File: src/hw/p2g_pkg.sv
// Constants, register map and types for the eight-pin port block.
// Assumes an APB master with 32-bit data and 18-bit byte addresses.
package p2g_pkg;
  localparam int PADDR_W = 18;
  localparam int SYNC_W = 10;
  // Register indices; byte address is four times the index
  localparam logic [15:0] IDX_DIR = 16'hFEB1;
  localparam logic [15:0] IDX_READBACK = 16'hFF51;
  localparam logic [15:0] IDX_LATCH = 16'hFF61;
  localparam logic [15:0] IDX_TSEL = 16'hFF70;
  localparam logic [PADDR_W-1:0] ADDR_DIR = {IDX_DIR, 2'b00};
  localparam logic [PADDR_W-1:0] ADDR_READBACK = {IDX_READBACK, 2'b00};
  localparam logic [PADDR_W-1:0] ADDR_LATCH = {IDX_LATCH, 2'b00};
  localparam logic [PADDR_W-1:0] ADDR_TSEL = {IDX_TSEL, 2'b00};
  // Reset values
  localparam logic [7:0] DIR_RST = 8'h00;
  localparam logic [7:0] LATCH_RST = 8'h00;
  localparam logic [17:0] TSEL_RST = 18'h00000;
  // Value returned on a read of the write-only direction register
  localparam logic [7:0] DIR_READ_VAL = 8'h00;
  // Timer selection register fields
  localparam int TS_OUTSEL0_LSB = 0;
  localparam int TS_OUTSEL1_LSB = 4;
  localparam int TS_CLKSEL0_LSB = 8;
  localparam int TS_CLKSEL1_LSB = 11;
  localparam int TS_CLRSEL0_LSB = 14;
  localparam int TS_CLRSEL1_LSB = 16;
  // Clock-select codes at or above this value pick the external clock
  localparam logic [2:0] CKS_EXT_MIN = 3'h5;
  // Pin positions
  localparam int PIN_CLR0 = 2;
  localparam int PIN_ECLK0 = 3;
  localparam int PIN_CLR1 = 4;
  localparam int PIN_ECLK1 = 5;
  localparam int PIN_CMP0 = 6;
  localparam int PIN_CMP1 = 7;
  // Positions inside the synchronised vector
  localparam int SY_HWSTBY = 8;
  localparam int SY_MANRST = 9;
  typedef enum {REG_NONE, REG_DIR, REG_LATCH, REG_READBACK, REG_TSEL} p2g_reg_t;
endpackage

File: src/hw/p2g_sync_if.sv
// Carries raw outside levels to the synchroniser and the clean copies back.
// Assumes one clock domain on the user side.
`timescale 1ns/1ps
interface p2g_sync_if;
  logic [p2g_pkg::SYNC_W-1:0] raw;
  logic [p2g_pkg::SYNC_W-1:0] synced;
  modport syncer (input raw, output synced);
  modport user (output raw, input synced);
endinterface

File: src/hw/p2g_port.sv
// Eight-pin general-purpose port with timer pin sharing, APB register slave.
// Assumes pins arrive asynchronously; timer compare outputs share clk.
//
// Operation
// RULE1: Eight bidirectional pins, same function selection in every chip mode.
// RULE2: Direction bit 1 makes the pin output, 0 makes it input.
// RULE3: Direction register is write-only; reads return a fixed meaningless value.
// RULE4: Software writes the direction register as whole bytes only.
// RULE5: Direction clears on power-on reset and hardware standby, kept otherwise.
// RULE6: After manual reset pins follow only retained direction and output data.
// RULE7: Readable and writable output latch, one bit per pin.
// RULE8: Output latch clears on power-on reset and hardware standby, kept otherwise.
// RULE9: Pin readback register is read-only; writes are ignored.
// RULE10: Readback gives latch bit for outputs and live pin for inputs.
// RULE11: Readback shows pin levels after clear, retained over manual reset.
// RULE12: Pins 7 and 6 carry timer compare output when output-select is nonzero.
// RULE13: Pin 5 feeds timer 1 external clock when external clock selected.
// RULE14: Pin 4 feeds timer 1 clear when both clear-select bits are set.
// RULE15: Pin 3 feeds timer 0 external clock when external clock selected.
// RULE16: Pin 2 feeds timer 0 clear when both clear-select bits are set.
// RULE17: Pins 1 and 0 are plain pins steered by direction bits.
// RULE18: General outputs drive the latch bit; inputs release the driver.
`timescale 1ns/1ps
module p2g_port (
  input wire logic clk,
  input wire logic rst_n,
  input wire logic manRst_n,
  input wire logic hwStandby,
  input wire logic [7:0] pinIn,
  output logic [7:0] pinOut,
  output logic [7:0] pinOe,
  input wire logic timer0CompareOut,
  input wire logic timer1CompareOut,
  output logic timer0ExtClockIn,
  output logic timer1ExtClockIn,
  output logic timer0ClearIn,
  output logic timer1ClearIn,
  input wire logic psel,
  input wire logic penable,
  input wire logic pwrite,
  input wire logic [p2g_pkg::PADDR_W-1:0] paddr,
  input wire logic [31:0] pwdata,
  output logic [31:0] prdata,
  output logic pready,
  output logic pslverr
);
  import p2g_pkg::*;

  logic rstMeta;
  logic rstSync;
  logic [7:0] dirReg;
  logic [7:0] latchReg;
  logic [17:0] tselReg;
  logic [7:0] pinSync;
  logic hwStby;
  logic manRst;
  logic [7:0] readback;
  logic [31:0] readVal;
  logic accStart;
  logic wrEn;
  p2g_reg_t accSel;
  logic [3:0] outSel0;
  logic [3:0] outSel1;
  logic [2:0] clkSel0;
  logic [2:0] clkSel1;
  logic [1:0] clrSel0;
  logic [1:0] clrSel1;

  p2g_sync_if sIf ();

  function automatic p2g_reg_t regSel(input logic [PADDR_W-1:0] addr);
    unique case (addr)
      ADDR_DIR: regSel = REG_DIR;
      ADDR_LATCH: regSel = REG_LATCH;
      ADDR_READBACK: regSel = REG_READBACK;
      ADDR_TSEL: regSel = REG_TSEL;
      default: regSel = REG_NONE;
    endcase
  endfunction

  function automatic logic extClk(input logic [2:0] cks);
    extClk = (cks >= CKS_EXT_MIN);
  endfunction

  // Reset release
  always_ff @(posedge clk or negedge rst_n) begin
    if (!rst_n) begin
      rstMeta <= 1'b0;
      rstSync <= 1'b0;
    end else begin
      rstMeta <= 1'b1;
      rstSync <= rstMeta;
    end
  end

  assign sIf.raw = {~manRst_n, hwStandby, pinIn};

  p2g_sync u_sync (
    .clk(clk),
    .rstN(rstSync),
    .sIf(sIf.syncer)
  );

  assign pinSync = sIf.synced[7:0];
  assign hwStby = sIf.synced[SY_HWSTBY];
  assign manRst = sIf.synced[SY_MANRST];

  assign outSel0 = tselReg[TS_OUTSEL0_LSB +: 4];
  assign outSel1 = tselReg[TS_OUTSEL1_LSB +: 4];
  assign clkSel0 = tselReg[TS_CLKSEL0_LSB +: 3];
  assign clkSel1 = tselReg[TS_CLKSEL1_LSB +: 3];
  assign clrSel0 = tselReg[TS_CLRSEL0_LSB +: 2];
  assign clrSel1 = tselReg[TS_CLRSEL1_LSB +: 2];

  // Bus decode
  assign accSel = regSel(paddr);
  assign accStart = psel & penable & ~pready;
  assign wrEn = psel & penable & pready & pwrite;

  // Output bits take the latch, input bits the live pin
  assign readback = (dirReg & latchReg) | (~dirReg & pinSync); // see RULE10 see RULE11

  chk_readback_mux: assert property ( // see RULE10
    @(posedge clk) disable iff (!rstSync)
    (accStart && !pwrite && accSel == REG_READBACK) |=>
      pready && (prdata[7:0] == (($past(dirReg) & $past(latchReg)) |
      (~$past(dirReg) & $past(pinSync)))) && (prdata[31:8] == 24'h000000))
    else $error("readback value wrong");

  always_comb begin
    readVal = 32'h00000000;
    unique case (accSel)
      REG_DIR: readVal = {24'h000000, DIR_READ_VAL}; // see RULE3
      REG_LATCH: readVal = {24'h000000, latchReg};
      REG_READBACK: readVal = {24'h000000, readback};
      REG_TSEL: readVal = {14'h0000, tselReg};
      REG_NONE: readVal = 32'h00000000;
    endcase
  end

  // One wait state, then the answer
  always_ff @(posedge clk or negedge rstSync) begin
    if (!rstSync) begin
      pready <= 1'b0;
    end else begin
      pready <= accStart;
    end
  end

  always_ff @(posedge clk or negedge rstSync) begin
    if (!rstSync) begin
      prdata <= 32'h00000000;
      pslverr <= 1'b0;
    end else if (accStart) begin
      prdata <= pwrite ? 32'h00000000 : readVal;
      pslverr <= (accSel == REG_NONE);
    end else begin
      pslverr <= 1'b0;
    end
  end

  chk_dir_unread: assert property ( // see RULE3
    @(posedge clk) disable iff (!rstSync)
    (accStart && !pwrite && accSel == REG_DIR) |=> (prdata == 32'h00000000) && pready)
    else $error("direction register leaked on read");

  chk_ready_wait: assert property (
    @(posedge clk) disable iff (!rstSync)
    accStart |=> pready)
    else $error("no answer after one wait state");

  chk_ready_pulse: assert property (
    @(posedge clk) disable iff (!rstSync)
    pready |=> !pready)
    else $error("ready held longer than one cycle");

  chk_bad_addr: assert property (
    @(posedge clk) disable iff (!rstSync)
    (accStart && accSel == REG_NONE) |=> pslverr && pready)
    else $error("unmapped access not flagged");

  // Direction register, byte-wide writes only
  always_ff @(posedge clk or negedge rstSync) begin
    if (!rstSync) begin
      dirReg <= DIR_RST;
    end else if (hwStby) begin
      dirReg <= DIR_RST; // see RULE5
    end else if (wrEn && accSel == REG_DIR) begin
      dirReg <= pwdata[7:0]; // see RULE4
    end
  end

  chk_dir_write: assert property ( // see RULE2
    @(posedge clk) disable iff (!rstSync)
    (wrEn && accSel == REG_DIR && !hwStby) |=> (dirReg == $past(pwdata[7:0])))
    else $error("direction write lost");

  chk_hwstby_clear: assert property ( // see RULE5
    @(posedge clk) disable iff (!rstSync)
    hwStby |=> (dirReg == DIR_RST) && (latchReg == LATCH_RST) ##1 (pinOe == 8'h00))
    else $error("hardware standby did not clear port");

  // Output latch; readback writes never reach it
  always_ff @(posedge clk or negedge rstSync) begin
    if (!rstSync) begin
      latchReg <= LATCH_RST;
    end else if (hwStby) begin
      latchReg <= LATCH_RST; // see RULE8
    end else if (wrEn && accSel == REG_LATCH) begin
      latchReg <= pwdata[7:0]; // see RULE7 see RULE9
    end
  end

  chk_write_latch: assert property ( // see RULE7
    @(posedge clk) disable iff (!rstSync)
    (wrEn && accSel == REG_LATCH && !hwStby) |=> (latchReg == $past(pwdata[7:0])))
    else $error("latch write lost");

  chk_ro_ignore: assert property ( // see RULE9
    @(posedge clk) disable iff (!rstSync)
    (wrEn && accSel == REG_READBACK && !hwStby) |=> $stable(latchReg) && $stable(dirReg))
    else $error("readback write changed state");

  // Timer selection, cleared with the timers on manual reset
  always_ff @(posedge clk or negedge rstSync) begin
    if (!rstSync) begin
      tselReg <= TSEL_RST;
    end else if (hwStby || manRst) begin
      tselReg <= TSEL_RST; // see RULE6
    end else if (wrEn && accSel == REG_TSEL) begin
      tselReg <= pwdata[17:0];
    end
  end

  chk_manrst_keep: assert property ( // see RULE6
    @(posedge clk) disable iff (!rstSync)
    (manRst && !hwStby && !wrEn) |=> $stable(dirReg) && $stable(latchReg) &&
      (tselReg == TSEL_RST))
    else $error("manual reset handled wrongly");

  chk_tsel_stby: assert property ( // see RULE6
    @(posedge clk) disable iff (!rstSync)
    (hwStby || manRst) |=> (tselReg == TSEL_RST))
    else $error("timer selection not cleared");

  // Pin drivers, identical in every chip mode
  always_ff @(posedge clk or negedge rstSync) begin
    if (!rstSync) begin
      pinOe <= 8'h00;
      pinOut <= 8'h00;
    end else begin
      pinOe <= dirReg; // see RULE1 see RULE2 see RULE17 see RULE18
      pinOut <= latchReg; // see RULE18
      if (|outSel1) begin
        pinOe[PIN_CMP1] <= 1'b1; // see RULE12
        pinOut[PIN_CMP1] <= timer1CompareOut;
      end
      if (|outSel0) begin
        pinOe[PIN_CMP0] <= 1'b1; // see RULE12
        pinOut[PIN_CMP0] <= timer0CompareOut;
      end
    end
  end

  chk_plain_pins: assert property ( // see RULE17
    @(posedge clk) disable iff (!rstSync)
    ##1 (pinOe[1:0] == $past(dirReg[1:0])) && (pinOut[1:0] == $past(latchReg[1:0])))
    else $error("plain pins do not follow direction and latch");

  chk_mid_pins: assert property ( // see RULE18
    @(posedge clk) disable iff (!rstSync)
    ##1 (pinOe[5:2] == $past(dirReg[5:2])) && (pinOut[5:2] == $past(latchReg[5:2])))
    else $error("timer input pins do not follow direction and latch");

  chk_tmo_pin: assert property ( // see RULE12
    @(posedge clk) disable iff (!rstSync)
    (|outSel1) |=> pinOe[PIN_CMP1] && (pinOut[PIN_CMP1] == $past(timer1CompareOut)))
    else $error("pin 7 does not carry timer 1 compare output");

  chk_cmp0_pin: assert property ( // see RULE12
    @(posedge clk) disable iff (!rstSync)
    (|outSel0) |=> pinOe[PIN_CMP0] && (pinOut[PIN_CMP0] == $past(timer0CompareOut)))
    else $error("pin 6 does not carry timer 0 compare output");

  chk_tmo_off: assert property ( // see RULE18
    @(posedge clk) disable iff (!rstSync)
    (outSel0 == 4'h0) |=> (pinOe[PIN_CMP0] == $past(dirReg[PIN_CMP0])))
    else $error("pin 6 direction ignored with timer output off");

  chk_cmp1_off: assert property ( // see RULE18
    @(posedge clk) disable iff (!rstSync)
    (outSel1 == 4'h0) |=> (pinOe[PIN_CMP1] == $past(dirReg[PIN_CMP1])) &&
      (pinOut[PIN_CMP1] == $past(latchReg[PIN_CMP1])))
    else $error("pin 7 ignores direction and latch with timer output off");

  // Timer inputs taken from pins
  always_ff @(posedge clk or negedge rstSync) begin
    if (!rstSync) begin
      timer1ExtClockIn <= 1'b0;
      timer1ClearIn <= 1'b0;
      timer0ExtClockIn <= 1'b0;
      timer0ClearIn <= 1'b0;
    end else begin
      timer1ExtClockIn <= extClk(clkSel1) & pinSync[PIN_ECLK1]; // see RULE13
      timer1ClearIn <= (&clrSel1) & pinSync[PIN_CLR1]; // see RULE14
      timer0ExtClockIn <= extClk(clkSel0) & pinSync[PIN_ECLK0]; // see RULE15
      timer0ClearIn <= (&clrSel0) & pinSync[PIN_CLR0]; // see RULE16
    end
  end

  chk_ext_clock: assert property ( // see RULE13
    @(posedge clk) disable iff (!rstSync)
    extClk(clkSel1) |=> (timer1ExtClockIn == $past(pinSync[PIN_ECLK1])))
    else $error("pin 5 not routed to timer 1 clock");

  chk_clk1_off: assert property ( // see RULE13
    @(posedge clk) disable iff (!rstSync)
    !extClk(clkSel1) |=> !timer1ExtClockIn)
    else $error("timer 1 clock fed without selection");

  chk_clk0_route: assert property ( // see RULE15
    @(posedge clk) disable iff (!rstSync)
    extClk(clkSel0) |=> (timer0ExtClockIn == $past(pinSync[PIN_ECLK0])))
    else $error("pin 3 not routed to timer 0 clock");

  chk_clear_in: assert property ( // see RULE16
    @(posedge clk) disable iff (!rstSync)
    (clrSel0 != 2'b11) |=> !timer0ClearIn)
    else $error("timer 0 clear asserted without selection");

  chk_clear0_route: assert property ( // see RULE16
    @(posedge clk) disable iff (!rstSync)
    (&clrSel0) |=> (timer0ClearIn == $past(pinSync[PIN_CLR0])))
    else $error("pin 2 not routed to timer 0 clear");

  chk_clear1_route: assert property ( // see RULE14
    @(posedge clk) disable iff (!rstSync)
    (&clrSel1) |=> (timer1ClearIn == $past(pinSync[PIN_CLR1])))
    else $error("pin 4 not routed to timer 1 clear");

  chk_clear1_off: assert property ( // see RULE14
    @(posedge clk) disable iff (!rstSync)
    (clrSel1 != 2'b11) |=> !timer1ClearIn)
    else $error("timer 1 clear asserted without selection");
endmodule

File: src/hw/p2g_sync.sv
// Two-flop synchroniser for pin levels, standby and manual reset inputs.
// Assumes rstN is already synchronous to clk.
`timescale 1ns/1ps
module p2g_sync (
  input wire logic clk,
  input wire logic rstN,
  p2g_sync_if.syncer sIf
);
  import p2g_pkg::*;

  logic [SYNC_W-1:0] meta;

  always_ff @(posedge clk or negedge rstN) begin
    if (!rstN) begin
      meta <= '0;
      sIf.synced <= '0;
    end else begin
      meta <= sIf.raw;
      sIf.synced <= meta;
    end
  end
endmodule

File: config.mk
export PLATFORM = sky130hd
export DESIGN_NAME = p2g_port
export DESIGN_NICKNAME = d
export VERILOG_FILES = /design/src/hw/p2g_pkg.sv /design/src/hw/p2g_sync_if.sv /design/src/hw/p2g_port.sv /design/src/hw/p2g_sync.sv
export SDC_FILE = /design/constraint.sdc
export NUM_CORES = 1
export LEC_CHECK = 0
export ABC_CLOCK_PERIOD_IN_PS = 6500
export CAP_MARGIN = 20
export CORE_MARGIN = 2
export CORE_UTILIZATION = 55
export DETAILED_ROUTE_END_ITERATION = 7
export DONT_BUFFER_PORTS = 1
export PLACE_DENSITY_LB_ADDON = 0.05
export SLEW_MARGIN = 5
export SYNTH_ARGS = -nofsm -noshare
export SYNTH_HDL_FRONTEND = slang
export SYNTH_SLANG_ARGS = --single-unit
File: constraint.sdc
create_clock -name clk -period 6.5 [get_ports clk]
set_clock_uncertainty 0.1 [all_clocks]
set_input_delay 0.325 -clock clk [delete_from_list [all_inputs] [get_ports clk]]
set_output_delay 0.325 -clock clk [all_outputs]
set_load 0.005 [all_outputs]
==> results of run 1 <==
-- registers in the layout, indices dropped and copies added, names as in the netlist, 8 cells and up --
| signal | flops |
|---|---|
| pinOe | 8 |
| pinOut | 8 |
| u_sync.meta | 10 |
| prdata | 18 |
| tselReg | 18 |
| dirReg | 8 |
| latchReg | 8 |
| u_sync.sIf.synced | 10 |
-- area by class of cell --
type	instances	area share
flip-flops and latches	96	0.547
well taps	96	0.0273
repair buffers	27	0.0609
clock buffers	11	0.0322
inverters	2	0.00171
multi-input cells	218	0.302
clock inverters	5	0.0290
-- metrics by stage --
step	power [mW]	worst slack (ps)
global route	1.20	3330
finish	1.15	3420
detailed placement	0.654	3480
global placement	0.653	3550
floorplan	0.650	3530
CTS	1.16	3440
-- critical path: cells and delay by family (launching register included) --
family	cells	cell delay, ps
DFF	1	410
and+or+nand+nor	3	2270
AOI/OAI and AO/OA	1	220
-- layer usage --
layer,vias up,GRT usage,share of wire
met3,8,0.0839,0.075
met5,-,0,0
li1,1243,-,-
met4,0,0.0579,0.0071
met1,1389,0.341,0.43
met2,116,0.384,0.49
-- power by group through the flow --
| stage | clock [mW] | sequential, mW | combinational, mW |
|---|---|---|---|
| global placement | 0 | 0.623 | 0.0300 |
| detailed placement | 0 | 0.623 | 0.0303 |
| CTS | 0.511 | 0.611 | 0.0388 |
| floorplan | 0 | 0.626 | 0.0239 |
| global route | 0.541 | 0.613 | 0.0465 |
| finish | 0.502 | 0.611 | 0.0417 |
-- synth_stat cells (all sizes together) --
| master | count | area (µm²) |
|---|---|---|
| a22o | 10 | 100 |
| or2 | 2 | 12.5 |
| nand3 | 36 | 180 |
| o211a | 2 | 20.0 |
| nor4bb | 1 | 10.0 |
| nand2 | 8 | 30.0 |
| mux2i | 8 | 80.1 |
| nor2 | 3 | 11.3 |
| and3 | 4 | 25.0 |
| a21oi | 36 | 180 |
| nand4b | 3 | 26.3 |
| o31ai | 8 | 60.1 |
| and4 | 3 | 26.3 |
| nand2b | 4 | 25.0 |
| mux2 | 2 | 22.5 |
| inv | 2 | 7.51 |
| nor4 | 4 | 40.0 |
| clkbuf | 12 | 45.0 |
| conb | 2 | 7.51 |
| buf | 24 | 160 |
| nor3 | 1 | 16.3 |
| o21ai | 51 | 255 |
| or4 | 1 | 11.3 |
| nor3b | 1 | 12.5 |
| or3b | 1 | 8.76 |
| nand4 | 2 | 12.5 |
| a32oi | 8 | 70.1 |
| a31o | 1 | 8.76 |
| dfrtp | 96 | 2400 |
| o21a | 1 | 7.51 |
| and4b | 1 | 10.0 |
| nand3b | 1 | 7.51 |
-- path summary, 6_finish.rpt --
kind | slack [ps] | end | cells past startpoint | from
worst max register to register | 3420 | prdata[9] | 4 | pready
max in group asynchronous | 5000 | latchReg[6] | 1 | rstSync
worst min register to register | 100 | tselReg[15] | 0 | rstSync
worst min-delay path | 10 | tselReg[1] | 2 | pwdata[1]
min in group asynchronous | 80 | rstSync | 1 | rst_n
worst max-delay path | 3420 | prdata[9] | 4 | pready
-- cell families after synthesis --
group | after synthesis
flip-flops | 96
other | 2
buffers and inverters | 38
AO/OA/AOI/OAI | 117
multiplexers | 10
AND/OR/NAND/NOR | 76
==> impl_metrics.env, run 1 <==
export IMPL_run_status="complete, no violations"
export IMPL_die_h_um=88.1
export IMPL_initial_core_util=0.570
export IMPL_synth_area_per_cell_um2=11.5
export IMPL_drt_initial_drc_count=250
export IMPL_cts_root_buf="clkbuf_8"
export IMPL_crit_slowest_cell="nor2_1"
export IMPL_multi_input_comb_area_mm2=0.00133
export IMPL_insertion_delay_ps=350
export IMPL_drt_pass1_iterations=4
export IMPL_cts_buffers=9
export IMPL_via_per_inst=6.06
export IMPL_setup_viol=0
export IMPL_period_share=0.473
export IMPL_pwr_share_clk=0.435
export IMPL_clkTransAtPathRegs_ps=90
export IMPL_ys_warn_count=0
export IMPL_synth_seq_cells=96
export IMPL_switching_share=0.199
export IMPL_p_leak_nw=1.91
export IMPL_fmax_ghz=0.325
export IMPL_die_x_um=88.1
export IMPL_post_route_util=0.644
export IMPL_wl_per_cell_um=19.6
export IMPL_synth_top_family_by_area="compound AO/OA/AOI/OAI gates"
export IMPL_endpoint_kind="register"
export IMPL_cts_resized=0
export IMPL_fillers=554
export IMPL_hold_class="in -> reg"
export IMPL_worst_pin_slew_ps=981
export IMPL_layout_common_cells="95 x dfrtp_1, 51 x o21ai_0, 36 x a21oi_1, 36 x nand3_1, 23 x dlygate4sd3_1"
export IMPL_ir_drop_v=0.000145
export IMPL_slew_headroom=0.344
export IMPL_worstPathCellList="nand3b_1 > nor2_1 > and3_1 > a22o_2"
export IMPL_power_density_mw_per_mm2=263
export IMPL_maxCapViolations=0
export IMPL_synth_xor_area_frac=0
export IMPL_cp_max_fo=20
export IMPL_cts_tree="built"
export IMPL_synth_compound_area_frac=0.180
export IMPL_combPwrFrac=0.036
export IMPL_synthAdderAreaFrac=0
export IMPL_design_area_mm2=0.00440
export IMPL_slowest_delay_ps=960
export IMPL_h_tree_depth=3
export IMPL_instances_no_fill=455
export IMPL_grt_usage=0.247
export IMPL_yosys_area_share_simple=0.120
export IMPL_vias=2756
export IMPL_rsz0062_at_grt="false"
export IMPL_period_needed_ps=3080
export IMPL_hold_ws_ps=9.84
export IMPL_synth_distinct_cells=36
export IMPL_antenna_found_initial=0
export IMPL_dp_hpwl_um=5510
export IMPL_required_ps=6690
export IMPL_area_growth_pct=13.0
export IMPL_grt_max_degree=76
export IMPL_start_kind="register"
export IMPL_grt_pass1_wl_um=14200
export IMPL_hold_violations=0
export IMPL_port_buffers=0
export IMPL_finalNetCount=421
export IMPL_switching_power_mw=0.230
export IMPL_p_int_mw=0.925
export IMPL_pin_count=121
export IMPL_dp_cells=415
export IMPL_rows=30
export IMPL_mostFrequentLayoutCell="dfrtp_1"
export IMPL_worstSetupPathType="reg -> reg"
export IMPL_tns_ps=0
export IMPL_routed_wl_um=8910
export IMPL_postPlaceCellArea_mm2=0.00388
export IMPL_crit_arrival_ps=3270
export IMPL_synthCells=339
export IMPL_drive_gt1_frac=0.109
export IMPL_postRouteAntennaNets=0
export IMPL_seq_area_mm2=0.00241
export IMPL_core_mm2=0.00683
export IMPL_cts_setup_buffers=0
export IMPL_cts_buffer_depth=2
export IMPL_p_seq_frac=0.529
export IMPL_synth_seq_area_share=0.617
export IMPL_first_global_vias=2710
export IMPL_die_area_mm2=0.00777
export IMPL_synthMuxAreaShare=0.0264
export IMPL_gp_congestion=0.807
export IMPL_clock_sinks=96
export IMPL_antennaDiodeCount=0
export IMPL_hold_buffers=17
export IMPL_grt_ovfl_total=0
export IMPL_slew_violations=0
export IMPL_drc=0
export IMPL_syn_cell_area_mm2=0.00389
Note: power is estimated with default switching activity, not from simulation.
==> inputs of run 2 (changes only) <==
--- a/config.mk
+++ b/config.mk
@@ -5,7 +5,7 @@
 export SDC_FILE = /design/constraint.sdc
 export NUM_CORES = 1
 export LEC_CHECK = 0
-export ABC_CLOCK_PERIOD_IN_PS = 6500
+export ABC_CLOCK_PERIOD_IN_PS = 3000
 export CAP_MARGIN = 20
 export CORE_MARGIN = 2
 export CORE_UTILIZATION = 55
==> constraint.sdc (replaced) <==
create_clock -name clk -period 3 [get_ports clk]
set_clock_uncertainty 0.1 [all_clocks]
set_input_delay 0.15 -clock clk [delete_from_list [all_inputs] [get_ports clk]]
set_output_delay 0.15 -clock clk [all_outputs]
set_load 0.005 [all_outputs]
==> run 2 against run 1 <==
Cell area up 1.4%. Die area unchanged. Utilization up 0.88 points. First-iteration DRC count is 17% lower. Maximum frequency up 55%. Largest cell class unchanged. Final cell count increased by 3.1%. Count of clock-buffer cells in the layout fell by 1. Flip-flop and latch count unchanged. Sequential share of layout area fell by 0.74 points. Largest power group unchanged. Critical path type unchanged. Register-to-register slack lost 2400 ps. Combinational power increased by 140%.
==> impl_metrics.env, run 2 (synthesis gave the netlist of run 1 again) <==
export IMPL_rsz0062_at_grt="false"
export IMPL_power_density_mw_per_mm2=517
export IMPL_hold_class="in -> reg"
export IMPL_startpoint="pready"
export IMPL_drc=0
export IMPL_start_kind="register"
export IMPL_ir_drop_v=0.000291
export IMPL_post_route_util=0.652
export IMPL_period_needed_ps=1990
export IMPL_vias=2788
export IMPL_grt_usage=0.244
export IMPL_die_x_um=88.1
export IMPL_worstPathCellList="nand3b_1 > buf_4 > nor2_1 > buf_4 > and3_1 > a22o_2"
export IMPL_grt_ovfl_total=0
export IMPL_worstSetupPathType="reg -> reg"
export IMPL_cts_buffers=9
export IMPL_cts_tree="built"
export IMPL_pin_count=121
export IMPL_die_h_um=88.1
export IMPL_dp_cells=419
export IMPL_run_status="complete, no violations"
export IMPL_maxCapViolations=0
export IMPL_required_ps=3210
export IMPL_dr_wl_met2_um=4140
export IMPL_h_tree_depth=3
export IMPL_highest_layer="met4"
export IMPL_mostFrequentLayoutCell="dfrtp_1"
export IMPL_die_area_mm2=0.00777
export IMPL_period_share=0.663
export IMPL_dp_hpwl_um=5530
export IMPL_rows=30
export IMPL_hp_start="pwrite"
export IMPL_initial_core_util=0.570
export IMPL_slowest_delay_ps=460
export IMPL_wl_per_cell_um=19.2
export IMPL_port_buffers=0
export IMPL_grt_pass1_wl_um=14100
export IMPL_drive_gt1_frac=0.115
export IMPL_hold_violations=0
export IMPL_crit_slowest_cell="and3_1"
export IMPL_slew_headroom=0.490
export IMPL_cpMostUsedCell="buf_4"
export IMPL_fmax_ghz=0.503
export IMPL_via_per_inst=5.94
export IMPL_finalNetCount=435
export IMPL_instances_no_fill=469
export IMPL_top_regs="prdata: 18 flops, tselReg: 18 flops"
export IMPL_clock_sinks=96
export IMPL_first_global_vias=2724
export IMPL_cp_max_fo=20
export IMPL_dr_wl_met3_um=676
export IMPL_grt_max_degree=48
export IMPL_drt_pass1_iterations=5
export IMPL_postRouteAntennaNets=0
export IMPL_layout_common_cells="95 x dfrtp_1, 51 x o21ai_0, 36 x a21oi_1, 36 x nand3_1, 34 x dlygate4sd3_1"
export IMPL_endpoint_kind="register"
export IMPL_antennaDiodeCount=0
export IMPL_core_mm2=0.00683
export IMPL_setup_viol=0
export IMPL_tns_ps=0
export IMPL_drt_initial_drc_count=208
export IMPL_clkTransAtPathRegs_ps=90
export IMPL_routed_wl_um=9010
export IMPL_antenna_found_initial=0
export IMPL_insertion_delay_ps=370
export IMPL_p_leak_nw=1.95
export IMPL_drt_met1_wl_um=4050
export IMPL_area_growth_pct=14.5
export IMPL_timing_rr_start="pready"
export IMPL_gp_congestion=0.893
export IMPL_worst_pin_slew_ps=762
export IMPL_slew_violations=0
export IMPL_crit_arrival_ps=2200
export IMPL_cts_buffer_depth=2
export IMPL_cts_root_buf="clkbuf_8"
## run 2: cell types whose count changed in the layout (fill, tap and decap cells not counted)
| cell | delta |
|---|---|
| dlygate4sd3_1 | +11 |
| bufinv_16 | -3 |
| buf_4 | +4 |
| clkinvlp_4 | -1 |
| clkbuf_1 | -1 |
| buf_8 | -1 |
| clkinv_2 | +2 |
| clkinv_4 | +1 |
| inv_6 | +2 |
## run 2: through the flow
step           hold slack, ps  total power, mW  area, µm²  setup slack (ps)
2_1_floorplan            -246             1.41       3940              27.9
3_3_place_gp             -246             1.42       3910              1010
3_5_place_dp             -246             1.42       3910               967
4_1_cts                  52.0             2.32       4460              1030
5_1_grt                  69.1             2.39       4460               926
6_report                 73.5             2.30       4460              1010
## run 2: critical path, delay by kind of cell (launching register included)
family,cells,cell delay (ps)
DFF,1,420
buffers and inverters,2,430
and+or+nand+nor,3,760
AOI/OAI and AO/OA,1,220
## run 2: final timing paths
path	cells past startpoint	slack, ps	end
max	6	1010	prdata[12]
min	4	70	prdata[3]
max reg2reg	6	1010	prdata[12]
min reg2reg	0	250	u_sync.meta[2]
max in group asynchronous	1	1790	pinOe[0]
min in group asynchronous	0	250	u_sync.meta[2]
## run 2: area by class of cell
class / count / area (µm²)
Tap cell: 96 / 120
Clock inverter: 6 / 66.3
Timing Repair Buffer: 41 / 393
Clock buffer: 10 / 138
Sequential cell: 96 / 2410
Multi-Input combinational cell: 218 / 1330
Inverter: 2 / 7.51
Fill cell: 552 / 2370
## run 2: report_power, final
group	internal [mW]	total, mW	switching (mW)
registers	1.31	1.33	0.0217
clock network	0.413	0.872	0.459
logic	0.0457	0.102	0.0559
## run 2: what timing repair did
item	in CTS	in global routing
setup buffers	0	0
resized for setup	0	0
endpoints found under the hold margin	49	0
hold buffers	34	0
## run 2: per-layer routing
metal  GRT usage  vias up
met3      0.0650       15
met1       0.353     1352
met5           0        -
met4      0.0758        0
met2       0.365      147
li1            -     1274
==> inputs of run 3 (changes only) <==
--- a/config.mk
+++ b/config.mk
@@ -5,7 +5,7 @@
 export SDC_FILE = /design/constraint.sdc
 export NUM_CORES = 1
 export LEC_CHECK = 0
-export ABC_CLOCK_PERIOD_IN_PS = 3000
+export ABC_CLOCK_PERIOD_IN_PS = 1900
 export CAP_MARGIN = 20
 export CORE_MARGIN = 2
 export CORE_UTILIZATION = 55
==> constraint.sdc (replaced) <==
create_clock -name clk -period 1.9 [get_ports clk]
set_clock_uncertainty 0.1 [all_clocks]
set_input_delay 0.095 -clock clk [delete_from_list [all_inputs] [get_ports clk]]
set_output_delay 0.095 -clock clk [all_outputs]
set_load 0.005 [all_outputs]
==> run 3 against run 2 <==
Maximum frequency grew 29%. Highest routed layer unchanged. Sequential power is 56% higher. Critical path depth down 2. Final cell count is 1.1% higher. Cell area up 0.93%. Routed wire length shrank 2.1%. Global-route usage shrank 0.080 points. Clock power increased by 33%.
==> impl_metrics.env, run 3 (synthesis gave the netlist of run 1 again) <==
export IMPL_run_status="complete, no violations"
export IMPL_antennaDiodeCount=0
export IMPL_wl_per_cell_um=18.6
export IMPL_drc=0
export IMPL_grt_usage=0.244
export IMPL_path_delay_family="simple AND/OR/NAND/NOR gates"
export IMPL_postRouteAntennaNets=0
export IMPL_worstPathCellList="nand3b_1 > nor2_1 > and3_1 > a22o_2"
export IMPL_timing_rr_start="pready"
export IMPL_h_tree_depth=3
export IMPL_crit_buf_inv=0
export IMPL_combPwrFrac=0.055
export IMPL_initial_core_util=0.570
export IMPL_vias=2860
export IMPL_port_buffers=0
export IMPL_fin_ws_ps=354
export IMPL_p_leak_nw=1.97
export IMPL_slew_headroom=0.611
export IMPL_cts_setup_buffers=0
export IMPL_hold_class="in -> reg"
export IMPL_clkTransAtPathRegs_ps=90
export IMPL_grt_max_degree=95
export IMPL_cts_tree="built"
export IMPL_endpoint_kind="register"
export IMPL_fillers=559
export IMPL_crit_arrival_ps=1740
export IMPL_p_seq_frac=0.606
export IMPL_switching_power_mw=0.784
export IMPL_die_x_um=88.1
export IMPL_drt_pass1_iterations=4
export IMPL_gp_congestion=0.828
export IMPL_ir_drop_v=0.000513
export IMPL_required_ps=2090
export IMPL_ff2ff_path_depth=4
export IMPL_tns_ps=0
export IMPL_grt_ovfl_total=0
export IMPL_period_needed_ps=1550
export IMPL_die_h_um=88.1
export IMPL_via_per_inst=6.03
export IMPL_maxCapViolations=0
export IMPL_die_area_mm2=0.00777
export IMPL_cts_resized=0
export IMPL_cts_root_buf="clkbuf_8"
export IMPL_crit_slowest_cell="and3_1"
export IMPL_core_mm2=0.00683
export IMPL_worst_path_stages=4
export IMPL_mostFrequentLayoutCell="dfrtp_1"
export IMPL_hold_buffers=34
export IMPL_rsz0062_at_grt="false"
export IMPL_worst_pin_slew_ps=583
export IMPL_multi_input_comb_area_mm2=0.00133
export IMPL_layout_common_cells="95 x dfrtp_1, 51 x o21ai_0, 36 x a21oi_1, 36 x nand3_1, 34 x dlygate4sd3_1"
export IMPL_drt_initial_drc_count=206
export IMPL_top_regs="prdata: 18 flops, tselReg: 18 flops"
export IMPL_period_share=0.814
export IMPL_dp_hpwl_um=5420
export IMPL_routed_wl_um=8820
export IMPL_pre_cts_slack_ps=229
export IMPL_start_kind="register"
export IMPL_first_global_vias=2866
export IMPL_cts_buffer_depth=2
export IMPL_switching_share=0.229
export IMPL_seq_area_mm2=0.00241
export IMPL_pin_count=121
export IMPL_hold_violations=0
export IMPL_fmax_ghz=0.647
export IMPL_setup_viol=0
export IMPL_power_density_mw_per_mm2=763
export IMPL_area_growth_pct=15.6
export IMPL_startpoint="pready"
export IMPL_slew_violations=0
export IMPL_drive_gt1_frac=0.127
export IMPL_insertion_delay_ps=350
export IMPL_rows=30
export IMPL_finalNetCount=441
export IMPL_hold_ws_ps=31.4
export IMPL_slowest_delay_ps=440
export IMPL_pwr_share_clk=0.339
export IMPL_ff2ff_setup_slack_ps=350
export IMPL_worstSetupPathType="reg -> reg"
export IMPL_worstReg2RegEnd="prdata[14]"
export IMPL_grt_pass1_wl_um=14200
export IMPL_endpoint="prdata[14]"
export IMPL_p_int_mw=2.65
export IMPL_cts_buffers=9
export IMPL_antenna_found_initial=0
export IMPL_cp_max_fo=10
export IMPL_clock_sinks=96
[run 3: final cells by class]
class / instances / area share
Tap cell: 96 / 0.0267
Timing Repair Buffer: 47 / 0.103
Inverter: 2 / 0.00167
Multi-Input combinational cell: 218 / 0.296
Sequential cell: 96 / 0.535
Clock inverter: 5 / 0.00695
Clock buffer: 10 / 0.0306
[run 3: how the worst min path moves through the flow]
stage | startpoint | to | depth (start not counted)
after floorplan | rst_n | rstMeta | 0
after global placement | rst_n | rstMeta | 0
after detailed placement | rst_n | rstMeta | 0
after CTS | paddr[2] | tselReg[5] | 4
after global routing | paddr[2] | tselReg[5] | 4
final | paddr[2] | tselReg[5] | 4
[run 3: tightest hold or removal path, delay by kind of cell]
| kind | cells | cell delay [ps] |
|---|---|---|
| AOI/OAI and AO/OA | 1 | 60 |
| buffers and inverters | 1 | 170 |
| and+or+nand+nor | 2 | 120 |
[run 3: per-stage QoR]
stage	power, mW	instances	cell area (µm²)	utilization
after global routing	3.59	474	4500	0.658
final	3.43	474	4500	0.658
after CTS	3.48	474	4500	0.658
after global placement	2.24	425	3990	0.584
after floorplan	2.22	352	3940	-
after detailed placement	2.25	425	3990	0.584
[run 3: metal layers]
metal,wire length (µm),global-route usage,vias up
li1,-,-,1285
met1,3680,0.325,1418
met2,4210,0.379,136
met3,723,0.0886,21
met4,213,0.0716,0
met5,0,0,-
[run 3: power groups by stage]
stage          clock, mW  sequential [mW]  combinational, mW
2_1_floorplan          0             2.14             0.0816
3_3_place_gp           0             2.12              0.126
3_5_place_dp           0             2.12              0.126
4_1_cts             1.21             2.08              0.190
5_1_grt             1.30             2.08              0.208
6_report            1.16             2.08              0.189
